===== config.mk =====
export PLATFORM = sky130hd
export DESIGN_NAME = spi_error_flags_and_wakeup
export DESIGN_NICKNAME = d
export VERILOG_FILES = /design/src/core/spi_err_pkg.sv /design/src/core/spi_error_flags_and_wakeup.sv /design/src/core/spi_rx_fifo.sv /design/src/core/spi_shifter.sv
export VERILOG_INCLUDE_DIRS = /design/src /design/src/core
export SDC_FILE = /design/constraint.sdc
export NUM_CORES = 1
export LEC_CHECK = 0
export BUFFER_PORTS_ARGS = -buffer_cell sky130_fd_sc_hd__buf_2
export CAP_MARGIN = 20
export CORE_MARGIN = 2
export CORE_UTILIZATION = 28
export CTS_CLUSTER_SIZE = 12
export DETAILED_ROUTE_END_ITERATION = 16
export GPL_ROUTABILITY_DRIVEN = 0
export PLACE_DENSITY = 0.42
export SETUP_SLACK_MARGIN = 0.4
export SYNTH_ARGS = -nofsm -noshare
export SYNTH_HDL_FRONTEND = slang
export SYNTH_SLANG_ARGS = --single-unit

===== constraint.sdc =====
create_clock -name i_clock -period 3.6 [get_ports i_clock]
set_input_delay 0.54 -clock i_clock [delete_from_list [all_inputs] [get_ports i_clock]]
set_output_delay 0.54 -clock i_clock [all_outputs]
set_load 0.02 [all_outputs]

===== src/core/spi_err_map.svh =====
// Bit positions, reset values and timing counts of the serial port flag logic
`ifndef SPI_ERR_MAP_SVH
`define SPI_ERR_MAP_SVH

`define CR_IRQ_EN        7
`define CR_PORT_EN       6
`define CR_MASTER        4
`define CR_CPOL          3
`define CR_CPHA          2
`define CR_RESET         8'h00

`define CSR_DONE         7
`define CSR_WCLASH       6
`define CSR_OVERRUN      5
`define CSR_MODE_FAULT   4
`define CSR_OUT_DIS      2
`define CSR_SOFT_MODE    1
`define CSR_SOFT_LEVEL   0

`define BYTE_BITS        8
`define RX_FIFO_DEPTH    16
`define MASTER_HALF_DIV  2

`endif


===== src/core/spi_err_pkg.sv =====
// Types shared by the serial port flag logic
package spi_err_pkg;

    typedef logic [7:0] byte_t;

    // Gray along run -> halted -> recover
    typedef enum logic [1:0] {
        PWR_RUN     = 2'b00,
        PWR_HALTED  = 2'b01,
        PWR_RECOVER = 2'b11
    } power_state_t;

endpackage : spi_err_pkg


===== src/core/spi_error_flags_and_wakeup.sv =====
// Serial port flags, errors, interrupt merge and halt/wait wake-up
`timescale 1ns/1ps
`default_nettype none
`include "spi_err_map.svh"

module spi_error_flags_and_wakeup
    import spi_err_pkg::*;
#(
    parameter int FIFO_DEPTH = `RX_FIFO_DEPTH,
    parameter int HALF_DIV   = `MASTER_HALF_DIV
) (
    input  wire logic  i_clock,
    input  wire logic  i_rst,
    input  wire logic  i_sck_pin,
    input  wire logic  i_mosi_pin,
    input  wire logic  i_miso_pin,
    input  wire logic  i_ss_pin_n,
    input  wire logic  i_soft_select_mode,
    input  wire logic  i_soft_select_level,
    input  wire logic  i_output_disable,
    input  wire logic  i_cr_write,
    input  wire byte_t i_cr_wdata,
    input  wire logic  i_csr_read,
    input  wire logic  i_dr_write,
    input  wire byte_t i_dr_wdata,
    input  wire logic  i_dr_read,
    input  wire logic  i_cpu_irq_mask,
    input  wire logic  i_wait_mode,
    input  wire logic  i_halt_mode,
    output byte_t      o_control,
    output byte_t      o_status,
    output byte_t      o_rx_data,
    output logic       o_irq,
    output logic       o_wake_wait,
    output logic       o_wake_halt,
    output logic       o_halt_recover,
    output logic       o_sck,
    output logic       o_sck_oe,
    output logic       o_mosi,
    output logic       o_mosi_oe,
    output logic       o_miso,
    output logic       o_miso_oe
);
    // Pin synchronisers, two stages per input
    logic [3:0] pins;
    logic [3:0] sync1_q;
    logic [3:0] sync2_q;

    assign pins = {i_ss_pin_n, i_miso_pin, i_mosi_pin, i_sck_pin};

    for (genvar g = 0; g < 4; g++) begin : g_sync
        always_ff @(posedge i_clock) begin
            if (i_rst) begin
                sync1_q[g] <= 1'b1;
                sync2_q[g] <= 1'b1;
            end else begin
                sync1_q[g] <= pins[g];
                sync2_q[g] <= sync1_q[g];
            end
        end
    end

    wire sck_s  = sync2_q[0];
    wire mosi_s = sync2_q[1];
    wire miso_s = sync2_q[2];
    wire ss_s_n = sync2_q[3];

    // Control register and flags
    byte_t        cr_q;
    byte_t        rx_buf_q;
    logic         done_q;
    logic         wclash_q;
    logic         ovr_q;
    logic         mode_fault_flag_q;
    logic         done_arm_q;
    logic         wclash_arm_q;
    logic         mode_fault_flag_arm_q;
    logic         wake_armed_q;
    power_state_t pwr_q;
    power_state_t pwr_d;

    wire irq_en    = cr_q[`CR_IRQ_EN];
    wire port_en   = cr_q[`CR_PORT_EN];
    wire master    = cr_q[`CR_MASTER];
    wire halted    = (pwr_q == PWR_HALTED);

    wire ss_int_n  = i_soft_select_mode ? i_soft_select_level : ss_s_n;
    wire ss_low    = !ss_int_n;

    // Shift engine and receive queue
    logic  sh_busy;
    logic  sh_rx_valid;
    byte_t sh_rx_data;
    logic  sh_sck;
    logic  sh_dout;
    logic  fifo_in_ready;
    logic  fifo_out_valid;
    byte_t fifo_out_data;

    // halt freezes the port unless a slave wake was armed
    wire sh_run    = !halted || (!master && wake_armed_q);

    // write during a transfer is dropped and flagged
    wire clash     = i_dr_write && sh_busy;
    // Writes stay inhibited while done is set until the status read arms the clear
    wire dr_load   = i_dr_write && !sh_busy && (!done_q || done_arm_q);

    // bytes reach software only through the buffer
    wire pop_ready = !halted;
    wire pop       = fifo_out_valid && pop_ready;
    // a byte that finds the queue full is lost
    wire lost      = sh_rx_valid && !fifo_in_ready;

    spi_shifter #(
        .HALF_DIV (HALF_DIV)
    ) u_shifter (
        .i_clock     (i_clock),
        .i_rst       (i_rst),
        .i_run       (sh_run),
        .i_master    (master),
        .i_cpol      (cr_q[`CR_CPOL]),
        .i_cpha      (cr_q[`CR_CPHA]),
        .i_ss_low    (ss_low),
        .i_sck       (sck_s),
        .i_din       (master ? miso_s : mosi_s),
        .i_load      (dr_load),
        .i_load_data (i_dr_wdata),
        .o_sck_level (sh_sck),
        .o_dout      (sh_dout),
        .o_busy      (sh_busy),
        .o_rx_valid  (sh_rx_valid),
        .o_rx_data   (sh_rx_data)
    );

    spi_rx_fifo #(
        .WIDTH (`BYTE_BITS),
        .DEPTH (FIFO_DEPTH)
    ) u_rx_fifo (
        .i_clock (i_clock),
        .i_rst   (i_rst),
        .i_valid (sh_rx_valid),
        .o_ready (fifo_in_ready),
        .i_data  (sh_rx_data),
        .o_valid (fifo_out_valid),
        .i_ready (pop_ready),
        .o_data  (fifo_out_data)
    );

    wire mode_fault_flag_set   = master && ss_low && !halted;
    wire mode_fault_flag_clear = mode_fault_flag_arm_q && i_cr_write;
    wire done_set   = pop && !done_q;
    wire done_clear = done_arm_q && (i_dr_read || i_dr_write);
    // byte completing on a set done flag, or a byte lost to a full queue
    wire ovr_set    = (pop && done_q) || lost;
    wire wcl_clear  = wclash_arm_q && i_dr_read;

    // a standing fault refuses the set of enable and master
    wire   lock_bits = mode_fault_flag_q && !mode_fault_flag_clear;
    wire byte_t cr_keep = 8'hFF & ~(lock_bits ?
        (8'h01 << `CR_PORT_EN) | (8'h01 << `CR_MASTER) : 8'h00);
    wire byte_t cr_wr   = (i_cr_wdata & cr_keep) | (cr_q & ~cr_keep & i_cr_wdata);
    wire byte_t cr_next = i_cr_write ? cr_wr : cr_q;
    wire byte_t cr_d    = mode_fault_flag_set ?
        cr_next & ~((8'h01 << `CR_PORT_EN) | (8'h01 << `CR_MASTER)) : cr_next;

    wire irq_d = irq_en && !i_cpu_irq_mask && (done_q || mode_fault_flag_q || ovr_q);
    // only a slave transfer with select low at entry wakes halt
    wire wake_halt_d = halted && wake_armed_q && !master && fifo_out_valid
                       && irq_en && !i_cpu_irq_mask;

    // Power state
    always_comb begin
        pwr_d = pwr_q;
        case (pwr_q)
            PWR_RUN: begin
                if (i_halt_mode) pwr_d = PWR_HALTED;
            end
            PWR_HALTED: begin
                // slave needs one more transfer after waking
                if (!i_halt_mode) pwr_d = master ? PWR_RUN : PWR_RECOVER;
            end
            PWR_RECOVER: begin
                if (i_halt_mode) pwr_d = PWR_HALTED;
                // Bytes queued during halt do not count; only a fresh transfer does
                else if (sh_rx_valid || master) pwr_d = PWR_RUN;
            end
            default: pwr_d = PWR_RUN;
        endcase
    end

    always_ff @(posedge i_clock) begin
        if (i_rst) begin
            pwr_q        <= PWR_RUN;
            wake_armed_q <= 1'b0;
        end else begin
            pwr_q <= pwr_d;
            // select level caught as halt begins
            if (!halted && pwr_d == PWR_HALTED) wake_armed_q <= ss_low;
        end
    end

    // Flags, registers frozen while halted, except overrun setting
    always_ff @(posedge i_clock) begin
        if (i_rst) begin
            cr_q         <= `CR_RESET;
            rx_buf_q     <= 8'h00;
            done_q       <= 1'b0;
            wclash_q     <= 1'b0;
            ovr_q        <= 1'b0;
            mode_fault_flag_q       <= 1'b0;
            done_arm_q   <= 1'b0;
            wclash_arm_q <= 1'b0;
            mode_fault_flag_arm_q   <= 1'b0;
        end else if (!halted) begin
            cr_q <= cr_d;
            // first byte kept once done is set
            if (done_set) rx_buf_q <= fifo_out_data;
            if (done_set) done_q <= 1'b1;
            else if (done_clear) done_q <= 1'b0;
            if (i_csr_read && done_q) done_arm_q <= 1'b1;
            else if (done_clear) done_arm_q <= 1'b0;
            if (clash) wclash_q <= 1'b1;
            else if (wcl_clear) wclash_q <= 1'b0;
            if (i_csr_read && wclash_q) wclash_arm_q <= 1'b1;
            else if (wcl_clear) wclash_arm_q <= 1'b0;
            if (ovr_set) ovr_q <= 1'b1;
            else if (i_csr_read) ovr_q <= 1'b0;
            // fault cleared by status read then control write
            if (mode_fault_flag_set) mode_fault_flag_q <= 1'b1;
            else if (mode_fault_flag_clear) mode_fault_flag_q <= 1'b0;
            if (i_csr_read && mode_fault_flag_q) mode_fault_flag_arm_q <= 1'b1;
            else if (mode_fault_flag_clear) mode_fault_flag_arm_q <= 1'b0;
        end else if (ovr_set) begin
            // bytes lost in halt still mark overrun
            ovr_q <= 1'b1;
        end
    end

    // Registered outputs
    always_ff @(posedge i_clock) begin
        if (i_rst) begin
            o_control      <= 8'h00;
            o_status       <= 8'h00;
            o_rx_data      <= 8'h00;
            o_irq          <= 1'b0;
            o_wake_wait    <= 1'b0;
            o_wake_halt    <= 1'b0;
            o_halt_recover <= 1'b0;
            o_sck          <= 1'b0;
            o_sck_oe       <= 1'b0;
            o_mosi         <= 1'b0;
            o_mosi_oe      <= 1'b0;
            o_miso         <= 1'b0;
            o_miso_oe      <= 1'b0;
        end else begin
            o_control <= cr_q;
            o_status  <= {done_q, wclash_q, ovr_q, mode_fault_flag_q, 1'b0,
                          i_output_disable, i_soft_select_mode, i_soft_select_level};
            o_rx_data <= rx_buf_q;
            o_irq     <= irq_d;
            o_wake_wait    <= i_wait_mode && irq_d;
            o_wake_halt    <= wake_halt_d;
            o_halt_recover <= (pwr_q == PWR_RECOVER);
            o_sck          <= sh_sck;
            o_mosi         <= sh_dout;
            o_miso         <= sh_dout;
            // no drive without the port enable
            o_sck_oe  <= port_en && master;
            o_mosi_oe <= port_en && master && !i_output_disable;
            o_miso_oe <= port_en && !master && ss_low && !i_output_disable;
        end
    end

endmodule : spi_error_flags_and_wakeup

`default_nettype wire


===== src/core/spi_rx_fifo.sv =====
// Receive byte FIFO with valid/ready on both sides
`timescale 1ns/1ps
`default_nettype none

module spi_rx_fifo #(
    parameter int WIDTH = 8,
    parameter int DEPTH = 16
) (
    input  wire logic             i_clock,
    input  wire logic             i_rst,
    input  wire logic             i_valid,
    output logic                  o_ready,
    input  wire logic [WIDTH-1:0] i_data,
    output logic                  o_valid,
    input  wire logic             i_ready,
    output logic      [WIDTH-1:0] o_data
);
    localparam int AW = $clog2(DEPTH);

    if (DEPTH < 2 || (DEPTH & (DEPTH - 1)) != 0) begin : g_bad_depth
        $error("spi_rx_fifo: DEPTH must be a power of two, at least 2");
    end

    logic [WIDTH-1:0] mem [DEPTH];
    logic [AW:0]      wr_q;
    logic [AW:0]      rd_q;

    wire full  = (wr_q[AW] != rd_q[AW]) && (wr_q[AW-1:0] == rd_q[AW-1:0]);
    wire empty = (wr_q == rd_q);
    wire push  = i_valid && !full;
    wire pop   = i_ready && !empty;

    assign o_ready = !full;
    assign o_valid = !empty;
    assign o_data  = mem[rd_q[AW-1:0]];

    always_ff @(posedge i_clock) begin
        if (push) begin
            mem[wr_q[AW-1:0]] <= i_data;
        end
    end

    always_ff @(posedge i_clock) begin
        if (i_rst) begin
            wr_q <= '0;
            rd_q <= '0;
        end else begin
            if (push) wr_q <= wr_q + 1'b1;
            if (pop)  rd_q <= rd_q + 1'b1;
        end
    end

endmodule : spi_rx_fifo

`default_nettype wire


===== src/core/spi_shifter.sv =====
// Byte shift engine for master and slave, all four clock modes
`timescale 1ns/1ps
`default_nettype none
`include "spi_err_map.svh"

module spi_shifter
    import spi_err_pkg::*;
#(
    parameter int HALF_DIV = `MASTER_HALF_DIV
) (
    input  wire logic  i_clock,
    input  wire logic  i_rst,
    input  wire logic  i_run,
    input  wire logic  i_master,
    input  wire logic  i_cpol,
    input  wire logic  i_cpha,
    input  wire logic  i_ss_low,
    input  wire logic  i_sck,
    input  wire logic  i_din,
    input  wire logic  i_load,
    input  wire byte_t i_load_data,
    output logic       o_sck_level,
    output logic       o_dout,
    output logic       o_busy,
    output logic       o_rx_valid,
    output byte_t      o_rx_data
);
    localparam int DW = $clog2(HALF_DIV + 1);

    if (HALF_DIV < 1) begin : g_bad_div
        $error("spi_shifter: HALF_DIV must be at least 1");
    end

    byte_t         shift_q;
    logic          rbit_q;
    logic [3:0]    cnt_q;
    logic          prev_q;
    logic          phase_q;
    logic          active_q;
    logic [DW-1:0] div_q;

    // Slave edges are only seen while selected and not frozen
    wire norm    = i_sck ^ i_cpol;
    wire sl_ok   = !i_master && i_ss_low && i_run;
    wire tick    = i_master && active_q && i_run && (div_q == DW'(HALF_DIV - 1));
    wire lead    = (sl_ok && norm && !prev_q) || (tick && !phase_q);
    wire trail   = (sl_ok && !norm && prev_q) || (tick && phase_q);
    wire sample  = i_cpha ? trail : lead;
    wire in_bit  = i_cpha ? i_din : rbit_q;
    wire last    = trail && (cnt_q == 4'h7);
    wire byte_t next_sr = {shift_q[6:0], in_bit};

    assign o_busy      = active_q || (cnt_q != 4'h0);
    assign o_sck_level = i_cpol ^ phase_q;
    assign o_dout      = shift_q[7];

    always_ff @(posedge i_clock) begin
        if (i_rst) begin
            shift_q    <= 8'h00;
            rbit_q     <= 1'b0;
            cnt_q      <= 4'h0;
            prev_q     <= 1'b0;
            phase_q    <= 1'b0;
            active_q   <= 1'b0;
            div_q      <= '0;
            o_rx_valid <= 1'b0;
            o_rx_data  <= 8'h00;
        end else begin
            prev_q     <= norm;
            o_rx_valid <= last;
            if (i_load && !o_busy) begin
                shift_q  <= i_load_data;
                active_q <= i_master;
                phase_q  <= 1'b0;
                div_q    <= '0;
            end
            if (i_master && active_q && i_run) begin
                div_q <= tick ? '0 : div_q + 1'b1;
            end
            if (tick) phase_q <= !phase_q;
            if (sample) rbit_q <= i_din;
            if (trail) begin
                shift_q <= next_sr;
                cnt_q   <= last ? 4'h0 : cnt_q + 4'h1;
            end
            if (last) begin
                o_rx_data <= next_sr;
                active_q  <= 1'b0;
            end
            if (!i_master && !i_ss_low) cnt_q <= 4'h0;
        end
    end

endmodule : spi_shifter

`default_nettype wire


== Yosys cells after proc, flatten, opt, wreduce, memory -nomap -nowiden ==
Memories as Yosys holds them, arrays and structs flattened. A register that Yosys moved wholly into a read port is not among the register bits.
Cells that the tools add are included.

* Flip-flop bits (word level): 96
* Memory bits (writable): 128
* Output and inout bits: 34
* Word-level logic and storage cells: 196
* Memories kept: 1

* Add/sub/neg operators: 4
* Equality and inequality tests: 9
* Mux-type cells: 36
* Bitwise logic cells: 9
* Reduce and logical (&&, ||, !) cells: 94

{| class="wikitable"
|+ Memories
! name !! words !! width !! read ports !! clocked after memory_dff !! write ports !! RTL line !! text
|-
| u_rx_fifo.mem || 16 || 8 || 1 || 1 || 1 || spi_rx_fifo.sv:24 || <nowiki>logic [WIDTH-1:0] mem [DEPTH];</nowiki>
|}

{| class="wikitable"
|+ Operators by type and width
! kind !! number
|-
| logical AND 1 bit || 47
|-
| AND 8 bit || 3
|-
| 2-to-1 mux 8 bit || 3
|-
| nonzero test 2 bit || 11
|-
| 2-to-1 mux 1 bit || 21
|-
| AND reduction 2 bit || 9
|-
| 2-to-1 mux 2 bit || 8
|-
| 2-to-1 mux 7 bit || 2
|-
| zero test 1 bit || 13
|-
| adder 5 x 1 -> 5 bit (second input constant) || 2
|-
| logical OR 1 bit || 10
|-
| NOT 7 -> 8 bit || 1
|-
| NOT 8 bit || 1
|-
| bitwise OR 8 bit || 1
|-
| equality test 2 x 1 -> 1 bit (second input constant) || 3
|-
| one-hot mux 2 bit (3 select lines) || 1
|-
| equality test 5 bit || 1
|-
| adder 4 x 1 -> 4 bit (second input constant) || 1
|-
| equality test 4 x 3 -> 1 bit (second input constant) || 1
|-
| equality test 4 bit || 1
|-
| 2-to-1 mux 4 bit || 1
|-
| nonzero test 4 bit || 1
|-
| OR reduction 2 bit || 2
|-
| adder 2 x 1 -> 2 bit (second input constant) || 1
|-
| 6 further kinds || 7
|}

== Longest topological paths before layout ==
Gate-level depths: netlist (run 1).

* Depth in word-level cells: 11
* Mapped depth: 8
* Mapped depth without buffers: 7

== By module ==
Synthesis (run 1) repeated with hierarchy kept, for this count alone.

* Cell total of the unflattened synthesis: 668
* Area total of the unflattened synthesis: 9456.6 um2

{| class="wikitable"
|+ By module, submodules not included
! module !! times used !! cells each !! area an instance (um2)
|-
| spi_rx_fifo || 1 || 282 || 5821.8
|-
| spi_error_flags_and_wakeup || 1 || 227 || 2288.4
|-
| spi_shifter || 1 || 159 || 1346.3
|}

== Least setup slack after synthesis (run 1) ==
Ideal clock, no wire load.

* Kind: register to register
* Start: reg u_rx_fifo.rd_q[3]
* End: mem u_rx_fifo.mem[14][0] (enable)
* Setup time: 0.332 ns
* Data arrival time: 1.630 ns
* Required time: 3.268 ns
* Path slack: 1.638 ns
* Cell stages (with the launch flop): 8
* Cells stage by stage: dfxtp_1 -> buf_2 -> xnor2_1 -> and4_1 -> buf_2 -> a21boi_2 -> buf_2 -> and3_1

* Cells in the longest elaborated chain, start to end: 6

{| class="wikitable"
|+ Ends and longest elaborated chain
! what !! RTL line !! text
|-
| start, declared || spi_rx_fifo.sv:26 || <nowiki>logic [AW:0] rd_q;</nowiki>
|-
| start signal, assigned || spi_rx_fifo.sv:49 || <nowiki>if (pop) rd_q <= rd_q + 1'b1;</nowiki>
|-
| equality test 4 bit || spi_rx_fifo.sv:28 || <nowiki>wire full = (wr_q[AW] != rd_q[AW]) && (wr_q[AW-1:0] == rd_q[AW-1:0]);</nowiki>
|-
| logical AND 1 bit || spi_rx_fifo.sv:28 ||
|-
| zero test 1 bit || spi_rx_fifo.sv:30 || <nowiki>wire push = i_valid && !full;</nowiki>
|-
| logical AND 1 bit || spi_rx_fifo.sv:30 ||
|-
| 2-to-1 mux 1 bit || spi_rx_fifo.sv:38 || <nowiki>if (push) begin</nowiki>
|-
| 2-to-1 mux 1 bit (not written as such) || spi_rx_fifo.sv:39 || <nowiki>mem[wr_q[AW-1:0]] <= i_data;</nowiki>
|-
| end, declared || spi_rx_fifo.sv:24 ||
|}

No other way between the ends.

== Worst setup path after layout (run 1) ==
* Start: reg u_rx_fifo.rd_q[1]
* End: mem u_rx_fifo.mem[6][7] (enable)

Same word-level chain as after synthesis.

==> out/qor.yml, run 1 <==
status:
  status: "finished, final reports clean"
synth:
  synth_xor_area_frac: 0.01477
  synth_seq_cells: 231
  yosysSeqAreaShare: 0.6639
  synthAdderAreaFrac: 0.009845
  synth-edff-count: 128
  async_flop_share: 0
  ys_types: 55
  syn_nets: 693
  syn_area_mm2: 0.008896
  yosys_warnings: 0
  synthSimpleGateAreaFrac: 0.1203
  yosys-mux-area-fraction: 0.09030
  synth_top_family_by_area: "simple AND/OR/NAND/NOR gates"
  ys.flop_type: "edfxtp_1"
  syn_inst: 654
  synth-compound-area-share: 0.07271
  avgSynthCellArea_um2: 13.60
cells_and_area:
  nNetsFinal: 759
  antennaDiodeCount: 0
  mostFrequentLayoutCells: "edfxtp_1 (128), dfxtp_1 (101), buf_2 (65), nor2_1 (44), nor2b_1 (41)"
  layout_commonest_cell: "edfxtp_1"
  area_growth_pct: 16.85
  finalNonFillerCells: 1141
  n_fill_cell: 3086
  drive_gt1_frac: 0.2206
setup_path:
  r2r_cells: 4
  cp_data_arrival_time_ns: 2.73
  path_delay_family: "simple AND/OR/NAND/NOR gates"
  cp_num_buf_inv: 0
  start_kind: "register"
  path_max_fanout: 15
  slowest_delay_ns: 0.61
  cpMaxStageDelayCell: "dfxtp_2"
  crit_cells: 4
  cp-end-kind: "register"
  required_ns: 3.78
  path_class: "reg2reg"
  crit_chain: "xnor2_1 -> and4_1 -> a21boi_2 -> and3_1"
cts:
  cts_buffers: 26
  htree_levels: 1
  cts_tree: "yes"
  cts_setup_buffers: 0
  clockBufferDepth: 3
  insertion_delay_ns: 0.53
  holdBufCountCts: 0
  ctsRootBufferMaster: "clkbuf_16"
  cts_resized: 0
  clk_pin_slew_worst_paths_ns: 0.06
  cts_sinks: 231
timing:
  rsz0062_at_grt: "false"
  setup_tns_ns: 0
  timing.max_slew.rel_slack: 0.2698
  skew_ns: 0.01095
  setup_viol: 0
  period_needed_ns: 2.555
  holdWs_ns: 0.2017
  hold_viol_final: 0
  worst_pin_slew_ns: 1.088
  finalCritPeriodShare: 0.7096
  worst_slack_ns: 1.045
  timing.fmax_mhz: 391.5
  finalMaxSlewViolations: 0
drt:
  firstDrtPassIters: 4
  dr_total_vias: 5450
  ant_nets: 0
  wl_per_cell_um: 19.40
  drtIter0Drc: 416
  routed_wl_um: 22130
  drcViolationCount: 0
  via_per_inst: 4.777
grt:
  grt_use_total: 0.1339
  grt_pass1_wl_um: 33850
  first_global_vias: 5487
  antenna_found_initial: 0
  grt_max_degree: 47
  overflow: 0
pwr:
  p_sw_uw: 1129
  p_sw_frac: 0.2093
  internal-power_uw: 4265
  power_frac_comb: 0.028
  seq_power_share: 0.521
  peakVddDrop_mv: 0.3072
  leakage_uw: 0.003890
  powerDensity_mw_per_mm2: 518.8
  power_frac_clock: 0.451
job:
  drv_cap: 0
placed_design:
  post-place-ws_ns: 1.039
  placed_cells: 1092
  dp_hpwl_um: 14850
  port-buffer-count: 64
worst_hold_path:
  hold_path_depth: 2
  hold_class: "in2reg"
floorplanning:
  io_pins: 66
  die_h_um: 182.2
  initial_utilization: 0.2834
  die_width_um: 182.2
  coreArea_mm2: 0.03139
  dieArea_mm2: 0.03321
  fp-row-count: 65
## logic make-up after synthesis
| group | after synthesis |
|---|---|
| XOR/XNOR | 15 |
| AND/OR/NAND/NOR | 204 |
| other | 1 |
| adder cells (fa/ha/maj) | 7 |
| buffers and inverters | 50 |
| AO/OA/AOI/OAI | 98 |
| multiplexers | 48 |
| flip-flops | 231 |
## Yosys cell counts, types with 15 or more instances
cell / n / area, um^2
mux4_2: 24 / 540.5
nor2b_1: 41 / 256.5
nor2_1: 44 / 165.2
a21oi_1: 33 / 165.2
a211oi_1: 18 / 135.1
nor3_1: 19 / 95.09
mux2_2: 16 / 180.2
nand3_1: 15 / 75.07
clkbuf_1: 16 / 60.06
nand2_1: 36 / 135.1
dfxtp_1: 103 / 2062
edfxtp_1: 128 / 3844
## cell type report
class	count	area [um^2]	share of cell area
timing repair buffer	78	422.9	0.04068
inverter	10	37.54	0.003611
clock inverter	10	78.83	0.007583
clock buffer	37	701.9	0.06753
tap	402	503.0	0.04839
multi-input combinational	373	2743	0.2638
sequential	231	5908	0.5684
## metal layers
layer  GRT usage  part of all wire
met1      0.1862              0.46
met2      0.2180              0.48
met4     0.03677             0.024
met5           0                 0
met3     0.02036             0.043
## flip-flops by register name (all words and copies together), names as in the netlist, 7 cells and up
register and flops:
rx_buf_q 8, o_rx_data 8, u_shifter.o_rx_data 8, cr_q 8, o_status 7, u_rx_fifo.mem 128
u_shifter.shift_q 8, o_control 8
## power by group through the flow
| stage | clock, uW | sequential, uW | combinational [uW] |
|---|---|---|---|
| global route | 2620 | 2810 | 166 |
| floorplan | 0 | 2870 | 93.3 |
| CTS | 2510 | 2810 | 151 |
| detailed placement | 0 | 2870 | 151 |
| finish | 2430 | 2810 | 149 |
| global placement | 0 | 2870 | 148 |
## worst register-to-register path, cell delays in order, from the launching register on
cell and delay (ns):
dfxtp_2 0.61, xnor2_1 0.16, and4_1 0.27, a21boi_2 0.62
and3_1 0.54
## worst paths after layout
| check | end | start | slack, ns |
|---|---|---|---|
| setup / recovery | u_rx_fifo.mem[6][7] | u_rx_fifo.rd_q[1] | 1.05 |
| hold reg to reg | mosi_s | sync1_q[1] | 0.41 |
| hold / removal | sync1_q[0] | i_sck_pin | 0.20 |
| setup reg to reg | u_rx_fifo.mem[6][7] | u_rx_fifo.rd_q[1] | 1.05 |
## stage by stage
stage,util,total power [uW],area (um^2)
after CTS,0.3307,5472,10380
after global placement,0.3059,3014,9602
final,0.3311,5393,10400
after floorplan,-,2960,8896
after detailed placement,0.3059,3017,9602
after global routing,0.3311,5597,10400
(Power assumes the default switching activity.)
==> run 2: changes to the inputs <==
- ABC_AREA: default -> 1
- PLACE_DENSITY: 0.42 -> 0.44
- clock period: 3.6 -> 2.1 ns (I/O delays scaled with it)
==> run 2 against run 1 <==
Against the previous run:
- die area increased by 7.6%
- final area up 13%
- worst setup slack got worse by 0.63 ns
- global-route usage up 0.068 points
- register-to-register slack worse by 0.63 ns
- sequential share of layout area fell by 6.3 points
- via count is 29% higher
- power increased by 120%
- first-iteration DRC count rose by 2.4%
- count of clock-buffer cells in the layout rose by 3
- clock skew about the same
- largest cell class unchanged
==> out/qor.yml, run 2 <==
drt:
  ant_nets: 0  # unchanged
  via_per_inst: 4.286  # -10%
  drtIter0Drc: 426  # +2.4%
  firstDrtPassIters: 5  # +1
  wl_per_cell_um: 14.70  # -24%
  drcViolationCount: 0  # unchanged
  routed_wl_um: 24030  # +8.6%
  dr_total_vias: 7008  # +29%
synth:
  ys_types: 44  # -20%
  synthAdderAreaFrac: 0.009137  # -0.0007081
  yosysTopAreaCell: "edfxtp_1"
  syn_area_mm2: 0.009585  # +7.7%
  synth.area.top_cells: "edfxtp_1 (40%), dfxtp_1 (22%), nand2_1 (12%)"
  synth_top_family_by_area: "simple AND/OR/NAND/NOR gates"
  yosys_warnings: 0  # unchanged
  avgSynthCellArea_um2: 9.017  # -34%
  yosysMostFrequentCell: "nand2_1"
  syn_inst: 1063  # +63%
  async_flop_share: 0  # unchanged
  synth-compound-area-share: 0.03968  # -0.03303
  netlist.area_leader.share: 0.4010  # -0.03108
  syn_nets: 1102  # +59%
  synthSimpleGateAreaFrac: 0.2539  # +0.1336
  synth_seq_cells: 231  # unchanged
  ys.flop_type: "edfxtp_1"
  yosysSeqAreaShare: 0.6161  # -0.04775
  yosys-mux-area-fraction: 0.001044  # -0.08925
  synth-edff-count: 128  # unchanged
  synth_common_cells: "nand2_1 (304), nor2_1 (164), edfxtp_1 (128), inv_1 (114), dfxtp_1 (103)"
  synth_xor_area_frac: 0.007310  # -0.007458
grt:
  overflow: 0  # unchanged
  grt_use_total: 0.1346  # +0.0006794
  first_global_vias: 6869  # +25%
  grt_max_degree: 70  # +49%
  antenna_found_initial: 0  # unchanged
  grt_pass1_wl_um: 37890  # +12%
  use_met2: 0.2254  # +0.007400
  grt_util_met3: 0.01631  # -0.004044
  grt_use_met1: 0.1848  # -0.001426
  busiest_layer: "met2"
placed_design:
  place_area_mm2: 0.01056  # +9.9%
  dp_hpwl_um: 15810  # +6.5%
  post-place-ws_ns: 0.1139  # -0.9253 ns
  port-buffer-count: 64  # unchanged
cells_and_area:
  area_growth_pct: 22.39
  nNetsFinal: 1208  # +59%
  largest_reg_flops: 128  # unchanged
  final_area_mm2: 0.01173  # +13%
  mostFrequentLayoutCells: "nand2_1 (297), nor2_1 (148), edfxtp_1 (128), inv_1 (109), dfxtp_1 (92)"
  drive_gt1_frac: 0.1870  # -0.03354
  antennaDiodeCount: 0  # unchanged
  layout_commonest_cell: "nand2_1"
cts:
  clk_pin_slew_worst_paths_ns: 0.06  # about the same
  clockBufferDepth: 3  # unchanged
  cts_sinks: 231  # unchanged
  ctsRootBufferMaster: "clkbuf_16"
  cts_tree: "yes"
  cts_buffers: 26  # unchanged
  htree_levels: 1  # unchanged
  insertion_delay_ns: 0.52  # about the same
worst_hold_path:
  min_to: "o_status[1]"
  hold_class: "in2reg"
  hold_path_depth: 3  # +1
  holdCritStartpoint: "i_soft_select_mode"
timing:
  timing.fmax_mhz: 592.8  # +51%
  rsz0062_at_grt: "true"
  setup_tns_ns: 0  # unchanged
  holdWs_ns: 0.04062  # -0.1611 ns
  finalCritPeriodShare: 0.8034  # +0.09376
  period_needed_ns: 1.687  # -0.8675 ns
  finalMaxSlewViolations: 0  # unchanged
  worst_slack_ns: 0.4130  # -0.6325 ns
  timing.max_slew.rel_slack: 0.5977  # +0.3279
  setup_viol: 0  # unchanged
  skew_ns: 0.01058  # -0.0003683 ns
  hold_viol_final: 0  # unchanged
  worst_pin_slew_ns: 0.5971  # -0.4909 ns
pwr:
  powerDensity_mw_per_mm2: 1019  # +96%
  peakVddDrop_mv: 0.5531  # +80%
  leakage_uw: 0.005021  # +29%
  total_power_uw: 11950  # +120%
setup_path:
  path_max_fanout: 8  # -7
  r2r_cells: 9  # +5
  r2r-start: "u_rx_fifo.wr_q[1]"
  cp_data_arrival_time_ns: 1.86  # -0.87 ns
  path_class: "reg2reg"
  cp-end-kind: "register"
  r2r_end: "u_rx_fifo.mem[6][2]"
  reg2reg_setup_slack_ns: 0.41  # -0.63 ns
  required_ns: 2.27  # -1.51 ns
  start_kind: "register"
floorplanning:
  die_h_um: 189.0  # +3.7%
  dieArea_mm2: 0.03573  # +7.6%
  die_width_um: 189.0  # +3.7%
  coreArea_mm2: 0.03362  # +7.1%
  io_pins: 66  # unchanged
  initial_utilization: 0.2851  # +0.001766
  fp-row-count: 67  # +3.1%
job:
  drv_cap: 0  # unchanged
status:
  status: "finished, final reports clean"
[run 2: changes by cell type after synthesis, sizes merged, moves of 11 or more]
cell    change
mux4       -24
o21ai      +25
nor2      +127
a211oi     -18
mux2       -18
nor3       -11
and3       -12
inv       +111
nand2     +276
nor2b      -41
nand3      +58
[run 2: layout make-up]
type | count | area (um^2)
Tap cell | 448 | 560.5
Inverter | 122 | 470.5
Timing Repair Buffer | 119 | 817.0
Clock buffer | 40 | 748.2
Sequential cell | 231 | 5927
Fill cell | 3465 | 21880
Clock inverter | 6 | 53.80
Multi-Input combinational cell | 669 | 3154
[run 2: repair_timing]
item                                    in CTS  in global routing
endpoints found under the setup margin     129                130
hold buffers                                 7                  0
setup buffers                                0                  7
gates cloned                                 0                  1
gates resized for setup                     29                 44
endpoints found under the hold margin        8                  0
pin swaps                                    2                  8
[run 2: power by group]
part,switching (uW),total [uW],leakage (uW),internal [uW]
Sequential,111,5070,0.00179,4960
Clock,1730,4280,0.000393,2560
Combinational,1790,2600,0.00284,806
Total,3630,12000,0.00502,8330
[run 2: cell families (layout without fill, tap and decap cells)]
group | count (synthesis) | in the layout
DFF | 231 | 231
muxes | 1 | 1
and+or+nand+nor | 580 | 581
AOI/OAI and AO/OA | 71 | 71
other | 1 | 1
buffers and inverters | 164 | 287
adders and majority gates | 7 | 7
xor gates and xnor gates | 8 | 8
[run 2: worst max-delay path by stage]
stage | slack, ns | endpoint | start
after global routing | 0.29 | u_rx_fifo.mem[6][0] | u_rx_fifo.wr_q[1]
after global placement | 0.13 | u_rx_fifo.mem[6][2] | u_rx_fifo.wr_q[1]
after floorplan | 0.28 | u_rx_fifo.mem[12][0] | u_rx_fifo.wr_q[2]
after CTS | 0.38 | u_rx_fifo.mem[6][0] | u_rx_fifo.wr_q[2]
after detailed placement | 0.11 | u_rx_fifo.mem[6][0] | u_rx_fifo.wr_q[1]
final | 0.41 | u_rx_fifo.mem[6][2] | u_rx_fifo.wr_q[1]
[run 2: worst max-delay path: stages, from the launching register on]
cell,delay (ns)
dfxtp_4,0.37
inv_4,0.06
nand2_1,0.04
nand2_1,0.07
nor2_2,0.04
nand3b_1,0.11
nand2_2,0.09
clkinv_4,0.10
nand2_4,0.08
nor2_2,0.36
[run 2: through the flow]
step | std cells | utilization
after floorplan | 1063 | -
after global placement | 1574 | 0.3140
after detailed placement | 1574 | 0.3140
after CTS | 1627 | 0.3424
after global routing | 1635 | 0.3490
final | 1635 | 0.3490
[run 2: layer usage]
| metal | share of wire | up-vias |
|---|---|---|
| met5 | 0 | - |
| met4 | 0.018 | 0 |
| met3 | 0.029 | 31 |
| met2 | 0.48 | 106 |
| met1 | 0.47 | 3282 |
| li1 | - | 3589 |
